--- src/rtl/fss_pkg.sv ---
// Package for the flash suspend/status/protect host controller.
// Assumes a single 40 MHz core clock and an asynchronous flash bus.
package fss_pkg;
    // Core clock period in ps
    localparam int CLK_PERIOD_PS = 25000;
    // Suspend latency in ns, as printed 15 us
    localparam int SUSPEND_MAX_NS = 15000;
    localparam int SUSPEND_CYC = (SUSPEND_MAX_NS * 1000) / CLK_PERIOD_PS;
    // Least strobe low time in ns, kept well above the noise filter
    localparam int STROBE_MIN_NS = 50;
    localparam int STROBE_CYC = (STROBE_MIN_NS * 1000 + CLK_PERIOD_PS - 1) / CLK_PERIOD_PS;
    // Command address and data codes
    localparam logic [11:0] ADDR_UNLOCK1 = 12'h555;
    localparam logic [11:0] ADDR_UNLOCK2 = 12'haaa;
    localparam logic [11:0] ADDR_LOCKSTAT = 12'h080;
    localparam logic [7:0] DAT_AA = 8'haa;
    localparam logic [7:0] DAT_55 = 8'h55;
    localparam logic [7:0] DAT_SUSPEND = 8'hb0;
    localparam logic [7:0] DAT_RESUME = 8'h30;
    localparam logic [7:0] DAT_IDENT_ENTER = 8'h90;
    localparam logic [7:0] DAT_IDENT_LEAVE = 8'hf0;
    localparam logic [7:0] DAT_PREG = 8'hc0;
    localparam logic [7:0] DAT_PREG_LOCK = 8'h00;
    // Status bit positions
    localparam int POLLING_BIT = 7;
    localparam int TOGGLE_FLAG = 6;
    localparam int FAILURE_FLAG = 5;
    localparam int SUPPLY_LOW_FLAG = 3;
    localparam int ERASE_TOGGLE_FLAG = 2;
    localparam int LOCK_STATE_BIT = 1;
    // Host operations
    typedef enum logic [2:0] {
        FSS_OP_SUSPEND = 3'b000,
        FSS_OP_RESUME = 3'b001,
        FSS_OP_ID_ENTER = 3'b010,
        FSS_OP_ID_LEAVE = 3'b011,
        FSS_OP_PREG_PROG = 3'b100,
        FSS_OP_PREG_LOCK = 3'b101,
        FSS_OP_READ = 3'b110,
        FSS_OP_POLL = 3'b111
    } fss_op_e;
    // One user request
    typedef struct packed {
        fss_op_e op;
        logic [19:0] addr;
        logic [15:0] data;
    } fss_req_s;
    // Flash bus pins driven by the host
    typedef struct packed {
        logic ce_n;
        logic oe_n;
        logic we_n;
        logic [19:0] addr;
        logic [15:0] dq_o;
        logic dq_oe;
    } fss_bus_s;
endpackage

--- src/rtl/fss_host.sv ---
// Host controller that writes command cycles to a parallel NOR flash and reads status.
// Assumes flash pins are sampled synchronous to i_core_clk; bus wire resolution outside.
// Function
// [RULE1] Device halts erase within 15 us
// [RULE2] No erase of other sector while suspended
// [RULE3] Suspend is one cycle, address ignored
// [RULE4] Resume is one bus cycle
// [RULE5] Chip erase suspends with same sequence
// [RULE6] Device halts program within 15 us
// [RULE7] One suspend code, one resume code
// [RULE8] Identification mode returns identical codes
// [RULE9] 128-bit register, factory half fixed
// [RULE10] User half written by four-cycle command
// [RULE11] Lock uses four cycles, lock bit zero
// [RULE12] Address 80H lock bit: zero locked
// [RULE13] Locked user half refuses programming
// [RULE14] Read register in ident mode, then exit
// [RULE15] Busy line low during internal cycles
// [RULE16] No program with output enable low
// [RULE17] Short strobe pulses are ignored
// [RULE18] Program status bits per configuration
// [RULE19] Erase status bits, suspended reads
// [RULE20] Failure flag on timeout or protection
// [RULE21] Supply-low flag on weak supply
// [RULE22] Recheck polling after failure flag seen
// [RULE23] Config 01 needs exit after success
// [RULE24] After failure, exit returns read mode
`timescale 1ns/1ps
module fss_host
    import fss_pkg::*;
#(
    parameter int STROBE_CYCLES = STROBE_CYC,
    parameter int SUSPEND_CYCLES = SUSPEND_CYC
) (
    // Clock and reset
    input wire logic i_core_clk,
    input wire logic i_sys_rst,
    // User request port
    input wire logic i_req_valid,
    input wire fss_req_s i_req,
    output logic o_req_ready,
    output logic o_done,
    output logic [15:0] o_rdata,
    output logic o_fail,
    output logic o_supply_low,
    output logic o_locked,
    output logic o_erase_blocked,
    // User side state inputs
    input wire logic i_erase_active,
    // Flash pins
    output fss_bus_s o_bus,
    input wire logic [15:0] i_dq,
    input wire logic i_rdy_busy
);
    initial begin
        if (STROBE_CYCLES < 1 || STROBE_CYCLES > 255) begin
            $error("STROBE_CYCLES out of range");
        end
        if (SUSPEND_CYCLES < 1 || SUSPEND_CYCLES > 65535) begin
            $error("SUSPEND_CYCLES out of range");
        end
    end

    // Controller states
    typedef enum logic [2:0] {
        FSS_IDLE = 3'b000,
        FSS_WSETUP = 3'b001,
        FSS_WPULSE = 3'b010,
        FSS_WHOLD = 3'b011,
        FSS_RPULSE = 3'b100,
        FSS_SWAIT = 3'b101,
        FSS_FINISH = 3'b110
    } fss_state_e;

    fss_state_e state_ff, nxt_state;
    fss_req_s req_ff; // Latched request
    logic [2:0] cyc_ff; // Bus cycle index within a command
    logic [15:0] cnt_ff; // Strobe and wait counter
    logic [15:0] rdata_ff; // Captured read data
    logic fail_ff, supply_ff, locked_ff, done_ff;
    logic susp_ff; // Host believes an operation is suspended
    logic [15:0] poll_prev_ff; // Previous status read, stored on each poll

    // Number of bus cycles per operation
    wire logic [2:0] n_cycles;
    assign n_cycles = (req_ff.op == FSS_OP_SUSPEND || req_ff.op == FSS_OP_RESUME) ? 3'd1 :
        (req_ff.op == FSS_OP_ID_ENTER || req_ff.op == FSS_OP_ID_LEAVE) ? 3'd3 :
        (req_ff.op == FSS_OP_PREG_PROG || req_ff.op == FSS_OP_PREG_LOCK) ? 3'd4 : 3'd0;
    wire logic is_write_op;
    assign is_write_op = (n_cycles != 3'd0);

    // Address and data of the current command cycle
    logic [11:0] cyc_addr;
    logic [7:0] cyc_data;
    always_comb begin
        cyc_addr = ADDR_UNLOCK1;
        cyc_data = DAT_AA;
        if (n_cycles == 3'd1) begin
            // Single cycle, address unused by the device  see [RULE3] see [RULE4] see [RULE7]
            cyc_addr = 12'h000;
            cyc_data = (req_ff.op == FSS_OP_SUSPEND) ? DAT_SUSPEND : DAT_RESUME;
        end else begin
            case (cyc_ff)
                3'd0: begin
                    cyc_addr = ADDR_UNLOCK1;
                    cyc_data = DAT_AA;
                end
                3'd1: begin
                    cyc_addr = ADDR_UNLOCK2;
                    cyc_data = DAT_55;
                end
                3'd2: begin
                    cyc_addr = ADDR_UNLOCK1;
                    cyc_data = (req_ff.op == FSS_OP_ID_ENTER) ? DAT_IDENT_ENTER :
                        (req_ff.op == FSS_OP_ID_LEAVE) ? DAT_IDENT_LEAVE : DAT_PREG;
                end
                3'd3: begin
                    // Lock clears the lock bit; program sends user data  see [RULE10] see [RULE11]
                    cyc_addr = (req_ff.op == FSS_OP_PREG_LOCK) ? ADDR_LOCKSTAT : req_ff.addr[11:0];
                    cyc_data = (req_ff.op == FSS_OP_PREG_LOCK) ? DAT_PREG_LOCK : req_ff.data[7:0];
                end
                default: begin
                    cyc_addr = ADDR_UNLOCK1;
                    cyc_data = DAT_AA;
                end
            endcase
        end
    end

    // Refuse user-half program requests at the port while locked; flag a user erase while suspended
    wire logic preg_refused;
    assign preg_refused = (i_req.op == FSS_OP_PREG_PROG) && locked_ff; // see [RULE13]
    assign o_erase_blocked = susp_ff && i_erase_active; // see [RULE2]
    assign o_req_ready = (state_ff == FSS_IDLE);
    wire logic req_take;
    assign req_take = i_req_valid && o_req_ready && !preg_refused;

    // Next state
    wire logic strobe_done;
    assign strobe_done = (cnt_ff >= 16'(STROBE_CYCLES - 1));
    wire logic last_cycle;
    assign last_cycle = (cyc_ff == n_cycles - 3'd1);
    always_comb begin
        nxt_state = state_ff;
        case (state_ff)
            FSS_IDLE: begin
                if (req_take) begin
                    nxt_state = FSS_WSETUP;
                end
            end
            FSS_WSETUP: begin
                nxt_state = is_write_op ? FSS_WPULSE : FSS_RPULSE;
            end
            FSS_WPULSE: begin
                if (strobe_done) begin
                    nxt_state = FSS_WHOLD;
                end
            end
            FSS_WHOLD: begin
                if (!last_cycle) begin
                    nxt_state = FSS_WSETUP;
                end else if (req_ff.op == FSS_OP_SUSPEND) begin
                    nxt_state = FSS_SWAIT;
                end else begin
                    nxt_state = FSS_FINISH;
                end
            end
            FSS_RPULSE: begin
                if (strobe_done) begin
                    nxt_state = FSS_FINISH;
                end
            end
            FSS_SWAIT: begin
                // Allow the device its suspend latency  see [RULE1] see [RULE6]
                if (cnt_ff >= 16'(SUSPEND_CYCLES - 1)) begin
                    nxt_state = FSS_FINISH;
                end
            end
            FSS_FINISH: begin
                nxt_state = FSS_IDLE;
            end
            default: begin
                nxt_state = FSS_IDLE;
            end
        endcase
    end

    // State and counters
    always_ff @(posedge i_core_clk or posedge i_sys_rst) begin
        if (i_sys_rst) begin
            state_ff <= FSS_IDLE;
            cnt_ff <= 16'h0000;
            cyc_ff <= 3'h0;
            req_ff <= '0;
        end else begin
            state_ff <= nxt_state;
            cnt_ff <= (nxt_state == state_ff) ? cnt_ff + 16'h0001 : 16'h0000;
            if (req_take) begin
                req_ff <= i_req;
                cyc_ff <= 3'h0;
            end else if (state_ff == FSS_WHOLD && !last_cycle) begin
                cyc_ff <= cyc_ff + 3'h1;
            end
        end
    end

    // Status capture from reads
    wire logic rd_cap;
    assign rd_cap = (state_ff == FSS_RPULSE) && strobe_done;
    always_ff @(posedge i_core_clk or posedge i_sys_rst) begin
        if (i_sys_rst) begin
            rdata_ff <= 16'h0000;
            poll_prev_ff <= 16'h0000;
            fail_ff <= 1'b0;
            supply_ff <= 1'b0;
            locked_ff <= 1'b0;
            susp_ff <= 1'b0;
            done_ff <= 1'b0;
        end else begin
            done_ff <= (state_ff == FSS_FINISH);
            if (rd_cap) begin
                rdata_ff <= i_dq;
                if (req_ff.op == FSS_OP_POLL) begin
                    // Failure flag follows each poll read; polling is re-read by the user  see [RULE20] see [RULE22]
                    poll_prev_ff <= i_dq;
                    fail_ff <= i_dq[FAILURE_FLAG]; // see [RULE24]
                    supply_ff <= i_dq[SUPPLY_LOW_FLAG]; // see [RULE21]
                end
                if (req_ff.addr[11:0] == ADDR_LOCKSTAT) begin
                    locked_ff <= !i_dq[LOCK_STATE_BIT]; // see [RULE12]
                end
            end
            if (state_ff == FSS_FINISH) begin
                if (req_ff.op == FSS_OP_SUSPEND) begin
                    susp_ff <= 1'b1;
                end else if (req_ff.op == FSS_OP_RESUME) begin
                    susp_ff <= 1'b0;
                end
                if (req_ff.op == FSS_OP_ID_LEAVE) begin
                    fail_ff <= 1'b0; // see [RULE23] see [RULE24]
                end
            end
        end
    end

    // Bus pins: write strobe only with output enable high  see [RULE16] see [RULE17]
    wire logic in_wr;
    assign in_wr = is_write_op && (state_ff == FSS_WSETUP || state_ff == FSS_WPULSE ||
        state_ff == FSS_WHOLD);
    assign o_bus.ce_n = !(in_wr || state_ff == FSS_RPULSE);
    assign o_bus.we_n = !(state_ff == FSS_WPULSE);
    assign o_bus.oe_n = !(state_ff == FSS_RPULSE);
    assign o_bus.addr = in_wr ? {req_ff.addr[19:12], cyc_addr} : req_ff.addr;
    assign o_bus.dq_o = {8'h00, cyc_data};
    assign o_bus.dq_oe = in_wr;
    assign o_rdata = rdata_ff;
    assign o_done = done_ff;
    assign o_fail = fail_ff;
    assign o_supply_low = supply_ff;
    assign o_locked = locked_ff;

    // Checks
    property p_oe_we_excl;
        @(posedge i_core_clk) disable iff (i_sys_rst) !o_bus.we_n |-> o_bus.oe_n && !o_bus.ce_n;
    endproperty
    a_oe_we_excl: assert property (p_oe_we_excl) else $error("we low with oe low"); // see [RULE16]
    property p_pulse_len;
        @(posedge i_core_clk) disable iff (i_sys_rst)
            $fell(o_bus.we_n) |-> !o_bus.we_n [*2];
    endproperty
    a_pulse_len: assert property (p_pulse_len) else $error("write pulse short"); // see [RULE17]
    property p_susp_wait;
        @(posedge i_core_clk) disable iff (i_sys_rst)
            (state_ff == FSS_WHOLD && req_ff.op == FSS_OP_SUSPEND) |=> state_ff == FSS_SWAIT;
    endproperty
    a_susp_wait: assert property (p_susp_wait) else $error("no suspend wait"); // see [RULE1]
    property p_lock_data;
        @(posedge i_core_clk) disable iff (i_sys_rst)
            (!o_bus.we_n && req_ff.op == FSS_OP_PREG_LOCK && cyc_ff == 3'd3)
            |-> !o_bus.dq_o[LOCK_STATE_BIT];
    endproperty
    a_lock_data: assert property (p_lock_data) else $error("lock bit set"); // see [RULE11]
    property p_lock_refuse;
        @(posedge i_core_clk) disable iff (i_sys_rst)
            (locked_ff && i_req.op == FSS_OP_PREG_PROG && o_req_ready) |=> state_ff == FSS_IDLE;
    endproperty
    a_lock_refuse: assert property (p_lock_refuse) else $error("locked program taken"); // see [RULE13]
    property p_fail_clear;
        @(posedge i_core_clk) disable iff (i_sys_rst)
            (state_ff == FSS_FINISH && req_ff.op == FSS_OP_ID_LEAVE) |=> !o_fail;
    endproperty
    a_fail_clear: assert property (p_fail_clear) else $error("fail not cleared"); // see [RULE24]
    property p_done;
        @(posedge i_core_clk) disable iff (i_sys_rst) state_ff == FSS_FINISH |=> o_done;
    endproperty
    a_done: assert property (p_done) else $error("done missing"); // see [RULE4]
    property p_single;
        @(posedge i_core_clk) disable iff (i_sys_rst)
            (state_ff == FSS_WHOLD && req_ff.op == FSS_OP_RESUME) |=> state_ff == FSS_FINISH;
    endproperty
    a_single: assert property (p_single) else $error("resume not single"); // see [RULE4]
    c_susp: cover property (@(posedge i_core_clk) state_ff == FSS_SWAIT);
    c_lock: cover property (@(posedge i_core_clk) locked_ff);
    c_fail: cover property (@(posedge i_core_clk) o_fail);
endmodule

--- config.mk ---
export PLATFORM = sky130hd
export DESIGN_NAME = fss_host
export DESIGN_NICKNAME = d
export VERILOG_FILES = /design/src/rtl/fss_pkg.sv /design/src/rtl/fss_host.sv
export SDC_FILE = /design/constraint.sdc
export NUM_CORES = 1
export LEC_CHECK = 0
export ABC_CLOCK_PERIOD_IN_PS = 2710
export BUFFER_PORTS_ARGS = -buffer_cell sky130_fd_sc_hd__buf_2
export CAP_MARGIN = 0
export CELL_PAD_IN_SITES_DETAIL_PLACEMENT = 0
export CELL_PAD_IN_SITES_GLOBAL_PLACEMENT = 1
export CORE_AREA = 2 2 104 106
export DETAILED_ROUTE_END_ITERATION = 8
export DIE_AREA = 0 0 106 108
export PLACE_DENSITY = 0.74
export RECOVER_POWER = 100
export SYNTH_ARGS = -nofsm -noshare
export SYNTH_HDL_FRONTEND = slang
export SYNTH_SLANG_ARGS = --single-unit
--- constraint.sdc ---
create_clock -name i_core_clk -period 2.71 [get_ports i_core_clk]
set_input_delay 0.4065 -clock i_core_clk [delete_from_list [all_inputs] [get_ports i_core_clk]]
set_output_delay 0.4065 -clock i_core_clk [all_outputs]
set_load 0.05 [all_outputs]
==> metrics.yaml <==
pwr:
  cellInternalPower_mw: 1.520
  ir_worst_vdd_mv: 0.3285
  share_seq_of_total_power_pct: 54.1
  combPwrFrac_pct: 7.1
  power.switching_mw: 0.5533
  swShare_pct: 26.68
  p_total_mw: 2.074
  p_leak_nw: 2.184
  clock_power_share_pct: 38.8
  p_per_area_mw_per_mm2: 451.6
drt:
  num_vias: 2929
  drt_iter0_drc: 148
  routed_wl_um: 8687
  drc: 0
  drt-wirelength-per-cell_um: 14.48
  first_pass_iters: 4
  via_per_inst: 4.882
  detail-route-antenna-nets: 0
logic_synthesis:
  ys.flop_type: "dfrtp_1"
  synth_cell_types: 60
  ys_async_sr_fraction_pct: 100.0
  synth.area.top_cells: "dfrtp_1, mux2_2, buf_4"
  synthCells: 363
  synth_edf_count: 0
  synthesis.area_mm2: 0.003958
  yosys_warnings: 0
  synth_top_area_share_pct: 46.79
  ys_ff_latch: 74
  yosysTopAreaCell: "dfrtp_1"
  synth.avg_cell_area_um2: 10.90
  ys_seq_area_share_pct: 46.79
sta:
  worst_slack_ns: 0.1355
  setup_viol: 0
  slew_violations: 0
  max_freq_ghz: 0.3884
  fin_crit_sh_pct: 95.00
  holdWs_ns: 0.2700
  skew_ns: 0.008405
  hold_viol_final: 0
  grt_setup_unrepaired: "no"
  worstMarginPinSlew_ns: 1.198
  tns_ns: 0
  period_needed_ns: 2.574
  slew_headroom_pct: 20.13
floorplan:
  core_area_mm2: 0.01023
  num_io_pins: 122
  chipWidth_um: 106
  start_util_pct: 38.68
  num_rows: 37
  die_height_um: 108
  dieArea_mm2: 0.01145
placement:
  place_congestion: 0.7778
  pre_cts_slack_ns: 0.3589
  port-buffer-count: 104
  place_area_mm2: 0.004529
  dp.cells: 584
  place_hpwl_um: 6463
layout:
  final_cell_mix: "dfrtp_1, buf_2, mux2_2"
  fin_area_mm2: 0.004592
  final_common_cell: "dfrtp_1"
  layout-drive-gt1-share_pct: 34.27
  n_fill_cell: 1017
  fin_nets: 526
  final_core_util_pct: 44.88
  area_growth_syn_to_layout_pct: 16.03
  n_antenna_cell: 0
  finalNonFillerCells: 600
global_route:
  met2_usage_pct: 25.76
  busiest_layer: "met2"
  grtUsageTotal_pct: 15.77
  met1_usage_pct: 21.28
  use_met3_pct: 3.737
  grt_pass1_wl_um: 14470
  antenna_found_initial: 0
  grt_max_degree: 50
  overflow: 0
  grt_pass1_vias: 2891
clocking:
  cts_root_buf: "clkbuf_8"
  htree_levels: 3
  post_cts_buffers: 0
  cts_resized: 1
  cts_buffers: 9
  cts_tree: "done"
  clkTransAtPathRegs_ns: 0.08
  hold_buffers: 0
  clock_path_buffers: 2
  clk_latency_ns: 0.34
  cts_sinks: 74
worst_setup_path:
  end_kind: "output port"
  path_max_fanout: 8
  crit_type: "flip-flop to output port"
  reg2reg_from: "cnt_ff[0]$_DFF_PP0_"
  startpoint: "cyc_ff[0]$_DFFE_PP0P_"
  cp.required_ns: 2.30
  cp-start-kind: "flip-flop"
  arrival_ns: 2.17
hold_path:
  hold_path_class: "input pin to asynchronous set/reset pin"
outcome:
  status: "finished, final reports clean"
run:
  maxCapViolations: 0
[flip-flops by register name, summed over array words and instances, names as in the netlist]
signal        cells
o_supply_low      1
o_locked          1
req_ff           31
o_fail            1
o_done            1
state_ff          3
susp_ff           1
o_rdata          16
cnt_ff           16
cyc_ff            3
[Yosys cell counts (2+ instances only)]
| cell type | n |
|---|---|
| mux2i_1 | 2 |
| o31a_1 | 2 |
| nand4_1 | 2 |
| buf_2 | 3 |
| nor2b_1 | 5 |
| clkbuf_1 | 7 |
| and3_1 | 5 |
| nor3_2 | 10 |
| xor2_1 | 6 |
| nand2_1 | 33 |
| buf_6 | 2 |
| nand3_1 | 15 |
| ha_1 | 7 |
| nor2_2 | 2 |
| a211o_1 | 2 |
| inv_1 | 10 |
| and4_1 | 2 |
| o21ai_0 | 10 |
| nand2b_1 | 4 |
| nor2_1 | 18 |
| o211ai_1 | 3 |
| mux2_2 | 48 |
| a21oi_1 | 18 |
| nor3_1 | 9 |
| dfrtp_1 | 74 |
| nor4_1 | 3 |
| and2_1 | 2 |
| xnor2_1 | 9 |
| buf_4 | 19 |
[area by class of cell]
| type | instances | area (um^2) | share of cell area [%] |
|---|---|---|---|
| clock buffers | 10 | 137.6 | 2.997 |
| clock inverters | 6 | 48.80 | 1.063 |
| inverters | 10 | 37.54 | 0.8174 |
| multi-input cells | 253 | 1819 | 39.62 |
| flip-flops and latches | 74 | 1856 | 40.41 |
| well taps | 136 | 170.2 | 3.706 |
| repair buffers | 111 | 523.0 | 11.39 |
[layer usage]
| layer | share of wire, % | up-vias | wire length (um) |
|---|---|---|---|
| met5 | 0 | - | 0 |
| met4 | 0.83 | 0 | 72 |
| met3 | 5.3 | 6 | 463 |
| met2 | 48 | 90 | 4196 |
| met1 | 46 | 1390 | 3956 |
| li1 | - | 1443 | - |
[worst max-delay path, stage by stage (launching register included)]
cell and delay [ns]:
dfrtp_2 0.46, ha_1 0.21, ha_1 0.23, and2_2 0.25
a2111oi_2 0.36, a21oi_1 0.09, buf_2 0.23
[power by group through the flow]
stage | Clock [mW] | Combinational, mW | Sequential (mW)
2_1_floorplan | 0 | 0.0609 | 1.19
3_3_place_gp | 0 | 0.156 | 1.14
3_5_place_dp | 0 | 0.158 | 1.14
4_1_cts | 0.832 | 0.158 | 1.12
5_1_grt | 0.884 | 0.160 | 1.12
6_report | 0.804 | 0.148 | 1.12
[worst paths after layout]
path	end	slack [ns]	cells after the start
worst min-delay path	o_rdata[9]$_DFFE_PP0P_	0.27	2
worst max register to register	cnt_ff[14]$_DFF_PP0_	0.36	7
worst min register to register	o_rdata[4]$_DFFE_PP0P_	0.51	1
min in group i_core_clk	o_locked$_DFFE_PP0P_	0.27	2
max in group asynchronous	req_ff[26]$_DFFE_PP0P_	0.72	3
worst max-delay path	o_bus[8]	0.14	6
[kinds of logic after synthesis]
kind of cell	Yosys count	share of synthesized area, %
AND/OR/NAND/NOR	125	18.40
XOR/XNOR	15	3.320
multiplexers	50	14.16
AO/OA/AOI/OAI	48	8.632
flip-flops	74	46.79
other	1	0.09476
adder cells (fa/ha/maj)	7	2.213
buffers and inverters	43	6.386
Note: power is estimated with default switching activity, not from simulation.
